[src/rst_seq_defines.svh]
// Offsets, reset values and timing counts of the reset sequencer.
// Assumes the core clock is the oscillator clock at the rate given below.
`ifndef RST_SEQ_DEFINES_SVH
`define RST_SEQ_DEFINES_SVH

`define RST_SEQ_CLK_MHZ 100
`define RST_SEQ_PIN_LOW_MIN 8
`define RST_SEQ_STARTUP_MS 64
`define RST_SEQ_STARTUP_EXTRA 7
`define RST_SEQ_STARTUP_CYCLES \
  (`RST_SEQ_STARTUP_MS * 1000 * `RST_SEQ_CLK_MHZ + `RST_SEQ_STARTUP_EXTRA)
`define RST_SEQ_PF_FILTER_NS 100
`define RST_SEQ_PF_FILTER_CYCLES \
  ((`RST_SEQ_PF_FILTER_NS * `RST_SEQ_CLK_MHZ + 999) / 1000)
`define RST_SEQ_PF_LEVELS 4
`define RST_SEQ_VEC_LO_ADDR 16'hFFFE
`define RST_SEQ_VEC_HI_ADDR 16'hFFFF
`define RST_SEQ_ADDR_IDLE 16'h0000
`define RST_SEQ_RAM_PAGE_RST 8'h00
`define RST_SEQ_PF_CTRL_RST 8'h00
`define RST_SEQ_PF_DIS_BIT 0
`define RST_SEQ_PF_ACT_BIT 1

`endif

[src/rst_seq_pkg.sv]
// Types shared by the reset sequencer and its self-checking bench.
// Assumes nothing beyond a SystemVerilog elaborator.
package rst_seq_pkg;

  typedef enum logic [2:0] {
    ST_HOLD,
    ST_DELAY,
    ST_VEC_LO,
    ST_VEC_HI,
    ST_VEC_END,
    ST_RUN
  } seq_state_type;

  // Core control state that every reset puts back to its defaults.
  typedef struct packed {
    logic [7:0] ram_page_register;
    logic direct_page_flag;
    logic main_clock_sel;
  } core_ctrl_type;

  // Which source caused the most recent reset.
  typedef struct packed {
    logic pin;
    logic watchdog;
    logic power_fail;
  } reset_cause_type;

endpackage

[src/supply_fail_filter.sv]
// Power-fail filter: picks one supply comparator and demands a held level.
// Assumes the comparator outputs are asynchronous and the level select
// comes from a static nonvolatile configuration word.
`timescale 1ns/100ps
`include "rst_seq_defines.svh"

module supply_fail_filter #(
  parameter int LEVELS = `RST_SEQ_PF_LEVELS,
  parameter int FILTER_CYCLES = `RST_SEQ_PF_FILTER_CYCLES
) (
  // Clock and reset.
  input wire logic clk,
  input wire logic reset,
  input wire logic clk_en,
  // Control.
  input wire logic enable,
  input wire logic [1:0] level_sel,
  // Comparators, one per threshold, high while the supply is below it.
  input wire logic [LEVELS-1:0] supply_below,
  // Filtered result.
  output logic fail
);

  localparam int CW = $clog2(FILTER_CYCLES + 1);

  logic [LEVELS-1:0] meta_r;
  logic [LEVELS-1:0] sync_r;
  logic [CW-1:0] cnt_r;
  logic below_sel;

  genvar i;
  generate
    for (i = 0; i < LEVELS; i++) begin : g_sync
      always_ff @(posedge clk or posedge reset) begin
        if (reset) begin
          meta_r[i] <= 1'b0;
          sync_r[i] <= 1'b0;
        end else if (clk_en) begin
          meta_r[i] <= supply_below[i];
          sync_r[i] <= meta_r[i];
        end
      end
    end
  endgenerate

  // A 3.0 V level on a 3 V supply never clears, so fail stays high.
  assign below_sel = sync_r[level_sel];

  always_ff @(posedge clk or posedge reset) begin
    if (reset) begin
      cnt_r <= '0;
      fail <= 1'b0;
    end else if (clk_en) begin
      if (!enable || !below_sel) begin
        cnt_r <= '0;
        fail <= 1'b0;
      end else if (cnt_r == CW'(FILTER_CYCLES - 1)) begin
        fail <= 1'b1;
      end else begin
        cnt_r <= cnt_r + 1'b1;
      end
    end
  end

endmodule

[src/reset_and_power_fail_sequencer.sv]
// What this block does
// - A reset pin low for at least eight clock periods is a valid reset.
// - After release the core stays halted 64 ms plus seven periods.
// - The program counter is then loaded from the vector at FFFE/FFFF.
// - No reset touches the contents of internal data RAM.
// - Reset clears RAM page and direct-page flag, selects the main clock.
// - Pin and watchdog resets give the same initialisation.
// - Supply at or below threshold for 100 ns resets or freezes the core.
// - The power-fail disable bit turns detection off entirely.
// - Two configuration bits choose the power-fail threshold.
// - A 3.0 V threshold on a 3 V supply keeps the core frozen for good.
// - Watchdog expiry with reset select set runs full reset processing.
//
// Reset and power-fail sequencer for a small 8-bit controller.
// Assumes the vector memory answers one cycle after vector_rd and addr.
`timescale 1ns/100ps
`include "rst_seq_defines.svh"

module reset_and_power_fail_sequencer #(
  parameter int STARTUP_CYCLES = `RST_SEQ_STARTUP_CYCLES,
  parameter int PIN_LOW_MIN = `RST_SEQ_PIN_LOW_MIN
) (
  // Clock, power-on reset and clock enable.
  input wire logic clk,
  input wire logic reset,
  input wire logic clk_en,
  // External reset pin, asynchronous.
  input wire logic reset_pin_n,
  // Watchdog, same clock.
  input wire logic watchdog_expire,
  input wire logic watchdog_reset_select,
  // Power-fail configuration word and comparators.
  input wire logic power_fail_level_select_lo,
  input wire logic power_fail_level_select_hi,
  input wire logic [`RST_SEQ_PF_LEVELS-1:0] supply_below,
  // Power-fail control register write.
  input wire logic pf_ctrl_wr,
  input wire logic [7:0] pf_ctrl_wdata,
  // Core control write.
  input wire logic core_ctrl_wr,
  input wire rst_seq_pkg::core_ctrl_type core_ctrl_wdata,
  // Vector memory.
  output logic vector_rd,
  output logic [15:0] vector_addr,
  input wire logic [7:0] vector_rdata,
  // Core side.
  output logic system_reset,
  output logic core_run,
  output logic core_freeze,
  output logic pc_load,
  output logic [15:0] program_counter,
  output rst_seq_pkg::core_ctrl_type core_ctrl,
  output logic [7:0] power_fail_control_register,
  output logic watchdog_irq,
  output rst_seq_pkg::reset_cause_type reset_cause
);

  localparam int DW = $clog2(STARTUP_CYCLES + 1);
  localparam int PW = $clog2(PIN_LOW_MIN + 1);
  localparam int HW = DW + 2;

  rst_seq_pkg::seq_state_type state_r;
  rst_seq_pkg::seq_state_type state_nxt;
  logic pin_meta_r;
  logic pin_sync_r;
  logic [PW-1:0] low_cnt_r;
  logic pin_reset_r;
  logic [DW-1:0] dly_cnt_r;
  logic [7:0] pc_lo_r;
  logic pf_fail;
  logic pf_enable;
  logic pf_act_reset;
  logic wdt_reset;
  logic pf_reset;
  logic reset_req;
  logic [HW-1:0] since_hold_r;

  assign pf_enable = !power_fail_control_register[`RST_SEQ_PF_DIS_BIT];
  assign pf_act_reset = power_fail_control_register[`RST_SEQ_PF_ACT_BIT];
  assign wdt_reset = watchdog_expire && watchdog_reset_select;
  assign pf_reset = pf_fail && pf_enable && pf_act_reset;
  // Every source funnels into one request.
  assign reset_req = pin_reset_r || wdt_reset || pf_reset;

  always_ff @(posedge clk or posedge reset) begin
    if (reset) begin
      pin_meta_r <= 1'b1;
      pin_sync_r <= 1'b1;
    end else if (clk_en) begin
      pin_meta_r <= reset_pin_n;
      pin_sync_r <= pin_meta_r;
    end
  end

  // Minimum low time.
  // A pulse shorter than the minimum only restarts the count.
  always_ff @(posedge clk or posedge reset) begin
    if (reset) begin
      low_cnt_r <= '0;
      pin_reset_r <= 1'b0;
    end else if (clk_en) begin
      if (pin_sync_r) begin
        low_cnt_r <= '0;
        pin_reset_r <= 1'b0;
      end else if (low_cnt_r == PW'(PIN_LOW_MIN - 1)) begin
        pin_reset_r <= 1'b1;
      end else begin
        low_cnt_r <= low_cnt_r + 1'b1;
      end
    end
  end

  supply_fail_filter #(
    .LEVELS(`RST_SEQ_PF_LEVELS),
    .FILTER_CYCLES(`RST_SEQ_PF_FILTER_CYCLES)
  ) u_filter (
    .clk(clk),
    .reset(reset),
    .clk_en(clk_en),
    .enable(pf_enable),
    .level_sel({power_fail_level_select_hi, power_fail_level_select_lo}),
    .supply_below(supply_below),
    .fail(pf_fail)
  );

  // Sequence from hold through start-up delay to the vector fetch.
  always_comb begin
    state_nxt = state_r;
    if (reset_req) begin
      state_nxt = rst_seq_pkg::ST_HOLD;
    end else begin
      unique case (state_r)
        rst_seq_pkg::ST_HOLD: state_nxt = rst_seq_pkg::ST_DELAY;
        rst_seq_pkg::ST_DELAY: begin
          if (dly_cnt_r == DW'(STARTUP_CYCLES - 1)) begin
            state_nxt = rst_seq_pkg::ST_VEC_LO;
          end
        end
        rst_seq_pkg::ST_VEC_LO: state_nxt = rst_seq_pkg::ST_VEC_HI;
        rst_seq_pkg::ST_VEC_HI: state_nxt = rst_seq_pkg::ST_VEC_END;
        rst_seq_pkg::ST_VEC_END: state_nxt = rst_seq_pkg::ST_RUN;
        rst_seq_pkg::ST_RUN: state_nxt = rst_seq_pkg::ST_RUN;
      endcase
    end
  end

  always_ff @(posedge clk or posedge reset) begin
    if (reset) begin
      state_r <= rst_seq_pkg::ST_HOLD;
      system_reset <= 1'b1;
      core_run <= 1'b0;
    end else if (clk_en) begin
      state_r <= state_nxt;
      system_reset <= (state_nxt == rst_seq_pkg::ST_HOLD);
      core_run <= (state_nxt == rst_seq_pkg::ST_RUN);
    end
  end

  always_ff @(posedge clk or posedge reset) begin
    if (reset) begin
      dly_cnt_r <= '0;
    end else if (clk_en) begin
      if (state_r != rst_seq_pkg::ST_DELAY) begin
        dly_cnt_r <= '0;
      end else begin
        dly_cnt_r <= dly_cnt_r + 1'b1;
      end
    end
  end

  always_ff @(posedge clk or posedge reset) begin
    if (reset) begin
      vector_rd <= 1'b0;
      vector_addr <= `RST_SEQ_ADDR_IDLE;
      pc_lo_r <= 8'h00;
      program_counter <= `RST_SEQ_ADDR_IDLE;
      pc_load <= 1'b0;
    end else if (clk_en) begin
      pc_load <= 1'b0;
      vector_rd <= 1'b0;
      vector_addr <= `RST_SEQ_ADDR_IDLE;
      if (state_nxt == rst_seq_pkg::ST_VEC_LO) begin
        vector_rd <= 1'b1;
        vector_addr <= `RST_SEQ_VEC_LO_ADDR;
      end else if (state_nxt == rst_seq_pkg::ST_VEC_HI) begin
        vector_rd <= 1'b1;
        vector_addr <= `RST_SEQ_VEC_HI_ADDR;
      end
      if (state_r == rst_seq_pkg::ST_VEC_HI) begin
        pc_lo_r <= vector_rdata;
      end
      if (state_r == rst_seq_pkg::ST_VEC_END && !reset_req) begin
        program_counter <= {vector_rdata, pc_lo_r};
        pc_load <= 1'b1;
      end
    end
  end

  // Control state back to defaults while held in reset.
  // Data RAM has no path from here, so its contents survive.
  always_ff @(posedge clk or posedge reset) begin
    if (reset) begin
      core_ctrl.ram_page_register <= `RST_SEQ_RAM_PAGE_RST;
      core_ctrl.direct_page_flag <= 1'b0;
      core_ctrl.main_clock_sel <= 1'b1;
      power_fail_control_register <= `RST_SEQ_PF_CTRL_RST;
    end else if (clk_en) begin
      if (state_nxt == rst_seq_pkg::ST_HOLD) begin
        core_ctrl.ram_page_register <= `RST_SEQ_RAM_PAGE_RST;
        core_ctrl.direct_page_flag <= 1'b0;
        core_ctrl.main_clock_sel <= 1'b1;
        // A power-fail reset keeps the action bit until release, or the
        // reset would fall back to a freeze while the supply is still low.
        if (!pf_reset) begin
          power_fail_control_register <= `RST_SEQ_PF_CTRL_RST;
        end
      end else if (state_r == rst_seq_pkg::ST_HOLD) begin
        power_fail_control_register <= `RST_SEQ_PF_CTRL_RST;
      end else if (core_run) begin
        if (core_ctrl_wr) begin
          core_ctrl <= core_ctrl_wdata;
        end
        if (pf_ctrl_wr) begin
          power_fail_control_register <= pf_ctrl_wdata;
        end
      end
    end
  end

  // Freeze follows the filtered fail level, so it lifts on recovery.
  // Without reset select the expiry is only an interrupt.
  always_ff @(posedge clk or posedge reset) begin
    if (reset) begin
      core_freeze <= 1'b0;
      watchdog_irq <= 1'b0;
    end else if (clk_en) begin
      core_freeze <= pf_fail && pf_enable && !pf_act_reset;
      watchdog_irq <= watchdog_expire && !watchdog_reset_select;
    end
  end

  // Cause of the last reset, recaptured on every cycle that reset_req is high.
  always_ff @(posedge clk or posedge reset) begin
    if (reset) begin
      reset_cause <= '0;
    end else if (clk_en && reset_req) begin
      reset_cause.pin <= pin_reset_r;
      reset_cause.watchdog <= wdt_reset;
      reset_cause.power_fail <= pf_reset;
    end
  end

  // Cycles since hold was left, read only by the checks below.
  always_ff @(posedge clk or posedge reset) begin
    if (reset) begin
      since_hold_r <= '0;
    end else if (clk_en) begin
      if (state_r == rst_seq_pkg::ST_HOLD) begin
        since_hold_r <= '0;
      end else if (!core_run) begin
        since_hold_r <= since_hold_r + 1'b1;
      end
    end
  end

  a_pin_min_low: assert property (
    @(posedge clk iff clk_en) disable iff (reset)
    (!pin_sync_r) [*8] |=> pin_reset_r)
    else $error("Pin held low eight cycles gave no reset.");

  a_pin_glitch_ignored: assert property (
    @(posedge clk iff clk_en) disable iff (reset)
    $rose(pin_reset_r) |-> $past(!pin_sync_r, 8) && $past(!pin_sync_r, 1))
    else $error("Pin reset after a low pulse shorter than eight cycles.");

  a_startup_delay: assert property (
    @(posedge clk iff clk_en) disable iff (reset)
    $rose(core_run) |-> since_hold_r == HW'(STARTUP_CYCLES + 3))
    else $error("Start-up delay before execution has the wrong length.");

  a_vector_load: assert property (
    @(posedge clk iff clk_en) disable iff (reset)
    pc_load |-> program_counter[15:8] == $past(vector_rdata, 1)
      && program_counter[7:0] == $past(vector_rdata, 2)
      && $past(vector_addr, 3) == `RST_SEQ_VEC_LO_ADDR
      && $past(vector_addr, 2) == `RST_SEQ_VEC_HI_ADDR)
    else $error("Program counter not loaded from the reset vector.");

  a_ctrl_defaults: assert property (
    @(posedge clk iff clk_en) disable iff (reset)
    system_reset |-> core_ctrl.ram_page_register == `RST_SEQ_RAM_PAGE_RST
      && !core_ctrl.direct_page_flag && core_ctrl.main_clock_sel
      && !core_run)
    else $error("Control state not at defaults during reset.");

  a_wdt_reset: assert property (
    @(posedge clk iff clk_en) disable iff (reset)
    watchdog_expire && watchdog_reset_select
      |=> system_reset && !watchdog_irq ##1 !core_run)
    else $error("Watchdog expiry with reset select gave no reset.");

  a_pf_disabled: assert property (
    @(posedge clk iff clk_en) disable iff (reset)
    !pf_enable && $past(!pf_enable) |-> !core_freeze && !pf_reset)
    else $error("Disabled detector still froze or reset the core.");

  a_pf_freeze: assert property (
    @(posedge clk iff clk_en) disable iff (reset)
    pf_fail && pf_enable && !pf_act_reset
      |=> core_freeze && (state_r != rst_seq_pkg::ST_HOLD || $past(reset_req)))
    else $error("Fail in freeze mode did not freeze the core.");

endmodule

[config.mk]
export PLATFORM = sky130hd
export DESIGN_NAME = reset_and_power_fail_sequencer
export DESIGN_NICKNAME = d
export VERILOG_FILES = /design/src/rst_seq_pkg.sv /design/src/supply_fail_filter.sv /design/src/reset_and_power_fail_sequencer.sv
export VERILOG_INCLUDE_DIRS = /design/src /design/src/src
export SDC_FILE = /design/constraint.sdc
export NUM_CORES = 1
export LEC_CHECK = 0
export ABC_CLOCK_PERIOD_IN_PS = 3480
export BUFFER_PORTS_ARGS = -buffer_cell sky130_fd_sc_hd__clkbuf_2
export CAP_MARGIN = 20
export CORE_ASPECT_RATIO = 0.6
export CORE_MARGIN = 2
export CORE_UTILIZATION = 45
export CTS_BUF_LIST = sky130_fd_sc_hd__clkbuf_2 sky130_fd_sc_hd__clkbuf_4 sky130_fd_sc_hd__clkbuf_8
export CTS_CLUSTER_SIZE = 30
export DETAILED_ROUTE_END_ITERATION = 12
export GPL_TIMING_DRIVEN = 0
export PLACE_DENSITY = 0.67
export SKIP_CTS_REPAIR_TIMING = 1
export SYNTH_ARGS = -nofsm -noshare
export SYNTH_HDL_FRONTEND = slang
export SYNTH_SLANG_ARGS = --single-unit
[constraint.sdc]
create_clock -name clk -period 3.48 [get_ports clk]
set_input_delay 0.348 -clock clk [delete_from_list [all_inputs] [get_ports clk]]
set_output_delay 0.348 -clock clk [all_outputs]
set_load 0.05 [all_outputs]
==> run summary <==
The worst setup path is launched from a register. The critical path is of the register to register type. The peak supply drop is 0.459 mV. The global-route met1 utilization came out at 0.280. In this run the worst path has a maximum fanout of 10. The run finished with clean final reports. The number of global-route vias before repair is 3,271.

Dividing the detail-routed via count by the number of cells gives 5.30. Setup repair after global routing left no endpoint under its margin. The number of flops mapped to enable cells by yosys is 0. Of all cell types, the one taking the most synthesized area is dfrtp_1. Ranked by total cell area, the synthesized netlist is headed by dfrtp_1 52%, mux2_2 6.7%, mux2_4 3.0%. The number of endpoints with negative hold slack in the final report is 0.

The prevailing post-synth register cell is dfrtp_1. The post-synthesis area per instance is 11.2 um2. The net count of the mapped netlist came out at 453.

The share of flip-flops with an asynchronous set or reset is 1.00. The tree is rooted in a clkbuf_8. The number of register bits inferred by synthesis is 98. The number of detailed-route iterations in the first pass came out at 4. The global routing stage identified its most utilized layer as met1.

The count of port buffers added during placement came out at 97. Entering global routing, the biggest net connects 53 pins. The layout has 862 filler cells. The count of endpoints failing setup in the final report is 0. The min-delay analysis places its worst path in the category input port to async pin. The number of max-cap violations came out at 0. The fraction of post-synthesis cell area in the top cell type by area came out at 0.516. After detailed routing, the number of remaining DRC violations is 0.

The total die area is 11,000 um2. The clock slew at the register clock pins of the worst setup and hold paths is 0.09 ns. The number of nets in the layout came out at 562. The met2 demand-to-capacity share in global routing is 0.272. The proportion of layout cells with a drive suffix above 1 is 0.345. The antenna diode count came out at 0.

The final cycle utilization of the critical path is 0.720. The nature of the critical path endpoint is a register. The number of placement rows is 28. The global route total overflow is 0.

The number of violations reported at the end of detailed-routing iteration 0 came out at 290. The later pin in the worst-skew pair is clocked with a latency of 0.38 ns. The detail route stage leaves a number of antenna-violating nets equal to 0.

The starting density of the core is 0.463. The area inside the core boundary came out at 9840 um2. Derived from the worst setup path, the maximum achievable clock frequency is 0.399 GHz. The total standard cell area after synthesis is 4560 um2. For the pin with the worst max-slew slack, the measured transition is 0.822 ns. The number of antenna violations at the first check in global routing is 0.

In the global route stage, met3 resource usage came out at 0.0735. The total negative setup slack came out at 0 ns. The worst-case headroom to the max-slew limit came out at 0.448. The count of different cell masters after synthesis is 53. The total clock sinks is 98. The worst-case clock skew is 0.00996 ns. Including well taps, the total number of placed cells is 641.

The utilization after layout came out at 0.552. In this run the deepest clock path goes through 2 buffers. The clock tree from TritonCTS is done.

The layout-stage area growth over the synthesis result came out at 19.1%. The standby leakage power is 0.00263 uW. Across all layers, the routed design uses 3,480 vias. The average wire length per cell after detail routing came out at 15.6 um.

The filler-free cell count of the finished design is 657. The power density over the cells is 649 nW/um2. In the global route stage, overall resource usage came out at 0.192.

The maximum level of the CTS H-tree came out at 3. The total power of the final layout came out at 3530 uW. The data arrival time of the critical path came out at 2.77 ns.

The sum of net half-perimeters after detailed placement came out at 7.50 mm. The library cell used most frequently in the layout, excluding fill and tap cells, is clkbuf_2. The synthesized netlist cell count came out at 408.

The last weighted congestion value of the routability-driven placer came out at 0.858. The die boundary height came out at 82.0 um. The number of placed I/O pins came out at 99. Data on the critical path is required at its endpoint by 3.74 ns. The wire length reported by the detailed router is 10.3 mm. The count of yosys warnings during synthesis came out at 0. Of the synthesized area, sequential elements account for 0.539. The first global-routing pass estimated 16.3 mm of wire. The number of clock buffers inserted by TritonCTS is 9. The clock period minus final worst setup slack came out at 2.50 ns.

The top cell types in the final layout, fill and taps aside, are 97 x clkbuf_2, 94 x dfrtp_1, 35 x nand2_1. The die extent in x is 134 um. The max-slew violation count is 0.
where the power goes:
group	internal, uW	switching, uW
Sequential	1380	161
Clock	272	424
Combinational	398	894
Total	2050	1480
through the flow:
stage	area, um2	hold slack, ns	worst slack, ns
2_1_floorplan	4560	0.448	0.577
3_3_place_gp	5210	0.453	-0.532
3_5_place_dp	5240	0.454	0.908
4_1_cts	5430	0.0329	0.958
5_1_grt	5430	0.0493	0.860
6_report	5430	0.0240	0.976
layout make-up:
type / instances / area (um2) / area share
Sequential cell: 98 / 2460 / 0.453
Timing Repair Buffer: 98 / 513 / 0.0945
Clock inverter: 7 / 62.6 / 0.0115
Tap cell: 135 / 169 / 0.0311
Buffer: 35 / 211 / 0.0389
Clock buffer: 9 / 124 / 0.0228
Multi-Input combinational cell: 258 / 1830 / 0.336
Inverter: 17 / 66.3 / 0.0122
critical path, cell delays in order (launching register included):
cell and delay (ns):
dfrtp_1 0.43, and3b_1 0.21, buf_6 0.13, or3_1 0.33
buf_2 0.18, or4b_4 0.49, buf_6 0.16, buf_6 0.16
mux2_4 0.30
synthesized netlist by cell type, types with 2 or more instances:
| cell | instances |
|---|---|
| a21oi_1 | 17 |
| dfstp_2 | 4 |
| mux2_2 | 27 |
| nor4b_1 | 3 |
| a22o_1 | 14 |
| ha_1 | 5 |
| and2_1 | 3 |
| inv_1 | 17 |
| nor3_1 | 5 |
| a31oi_1 | 2 |
| nand4_1 | 4 |
| dfrtp_1 | 94 |
| o22ai_1 | 4 |
| nand2_1 | 35 |
| and4_1 | 2 |
| mux2_4 | 9 |
| buf_6 | 3 |
| or3_1 | 5 |
| nand3_1 | 12 |
| nor2_1 | 15 |
| xnor2_1 | 4 |
| clkbuf_1 | 16 |
| or4_1 | 8 |
| and3_1 | 8 |
| o21ai_0 | 24 |
| nand3b_1 | 5 |
| nor4_1 | 7 |
| o21a_1 | 3 |
| a21o_1 | 2 |
| buf_4 | 15 |
| o31ai_1 | 10 |
| nor3b_1 | 2 |
| o311ai_0 | 2 |
| nand2b_1 | 3 |
final timing paths:
path | startpoint | endpoint | slack (ns) | depth (start not counted)
worst max-delay path | power_fail_control_register[0] | program_counter[2] | 0.98 | 8
worst min-delay path | reset | program_counter[10] | 0.02 | 2
worst max register to register | power_fail_control_register[0] | program_counter[2] | 0.98 | 8
worst min register to register | core_ctrl[0] | core_ctrl[0] | 0.47 | 2
max in group asynchronous | reset | pin_meta_r | 2.74 | 3
min in group clk | core_ctrl_wdata[8] | core_ctrl[8] | 0.19 | 2
cells by family (layout without fill, tap and decap cells):
group	after synthesis	in the layout	share of synthesized area
buffers and inverters	52	166	0.0604
muxes	38	38	0.103
and+or+nand+nor	123	123	0.147
adders and majority gates	5	5	0.0137
xor gates and xnor gates	4	4	0.00768
DFF	98	98	0.539
AOI/OAI and AO/OA	88	88	0.128
per-layer routing:
layer | up-vias | wire [um]
met3 | 5 | 975
met4 | 0 | 60
met5 | - | 0
met1 | 1652 | 5130
li1 | 1681 | -
met2 | 142 | 4090
flip-flops by register name, summed over array words and instances (netlist names), 3 cells and up:
signal / cells
core_ctrl: 10
dly_cnt_r: 23
low_cnt_r: 4
pc_lo_r: 8
power_fail_control_register: 8
program_counter: 16
reset_cause: 3
state_r: 3
u_filter.cnt_r: 4
u_filter.meta_r: 4
u_filter.sync_r: 4
(Power assumes the default switching activity.)
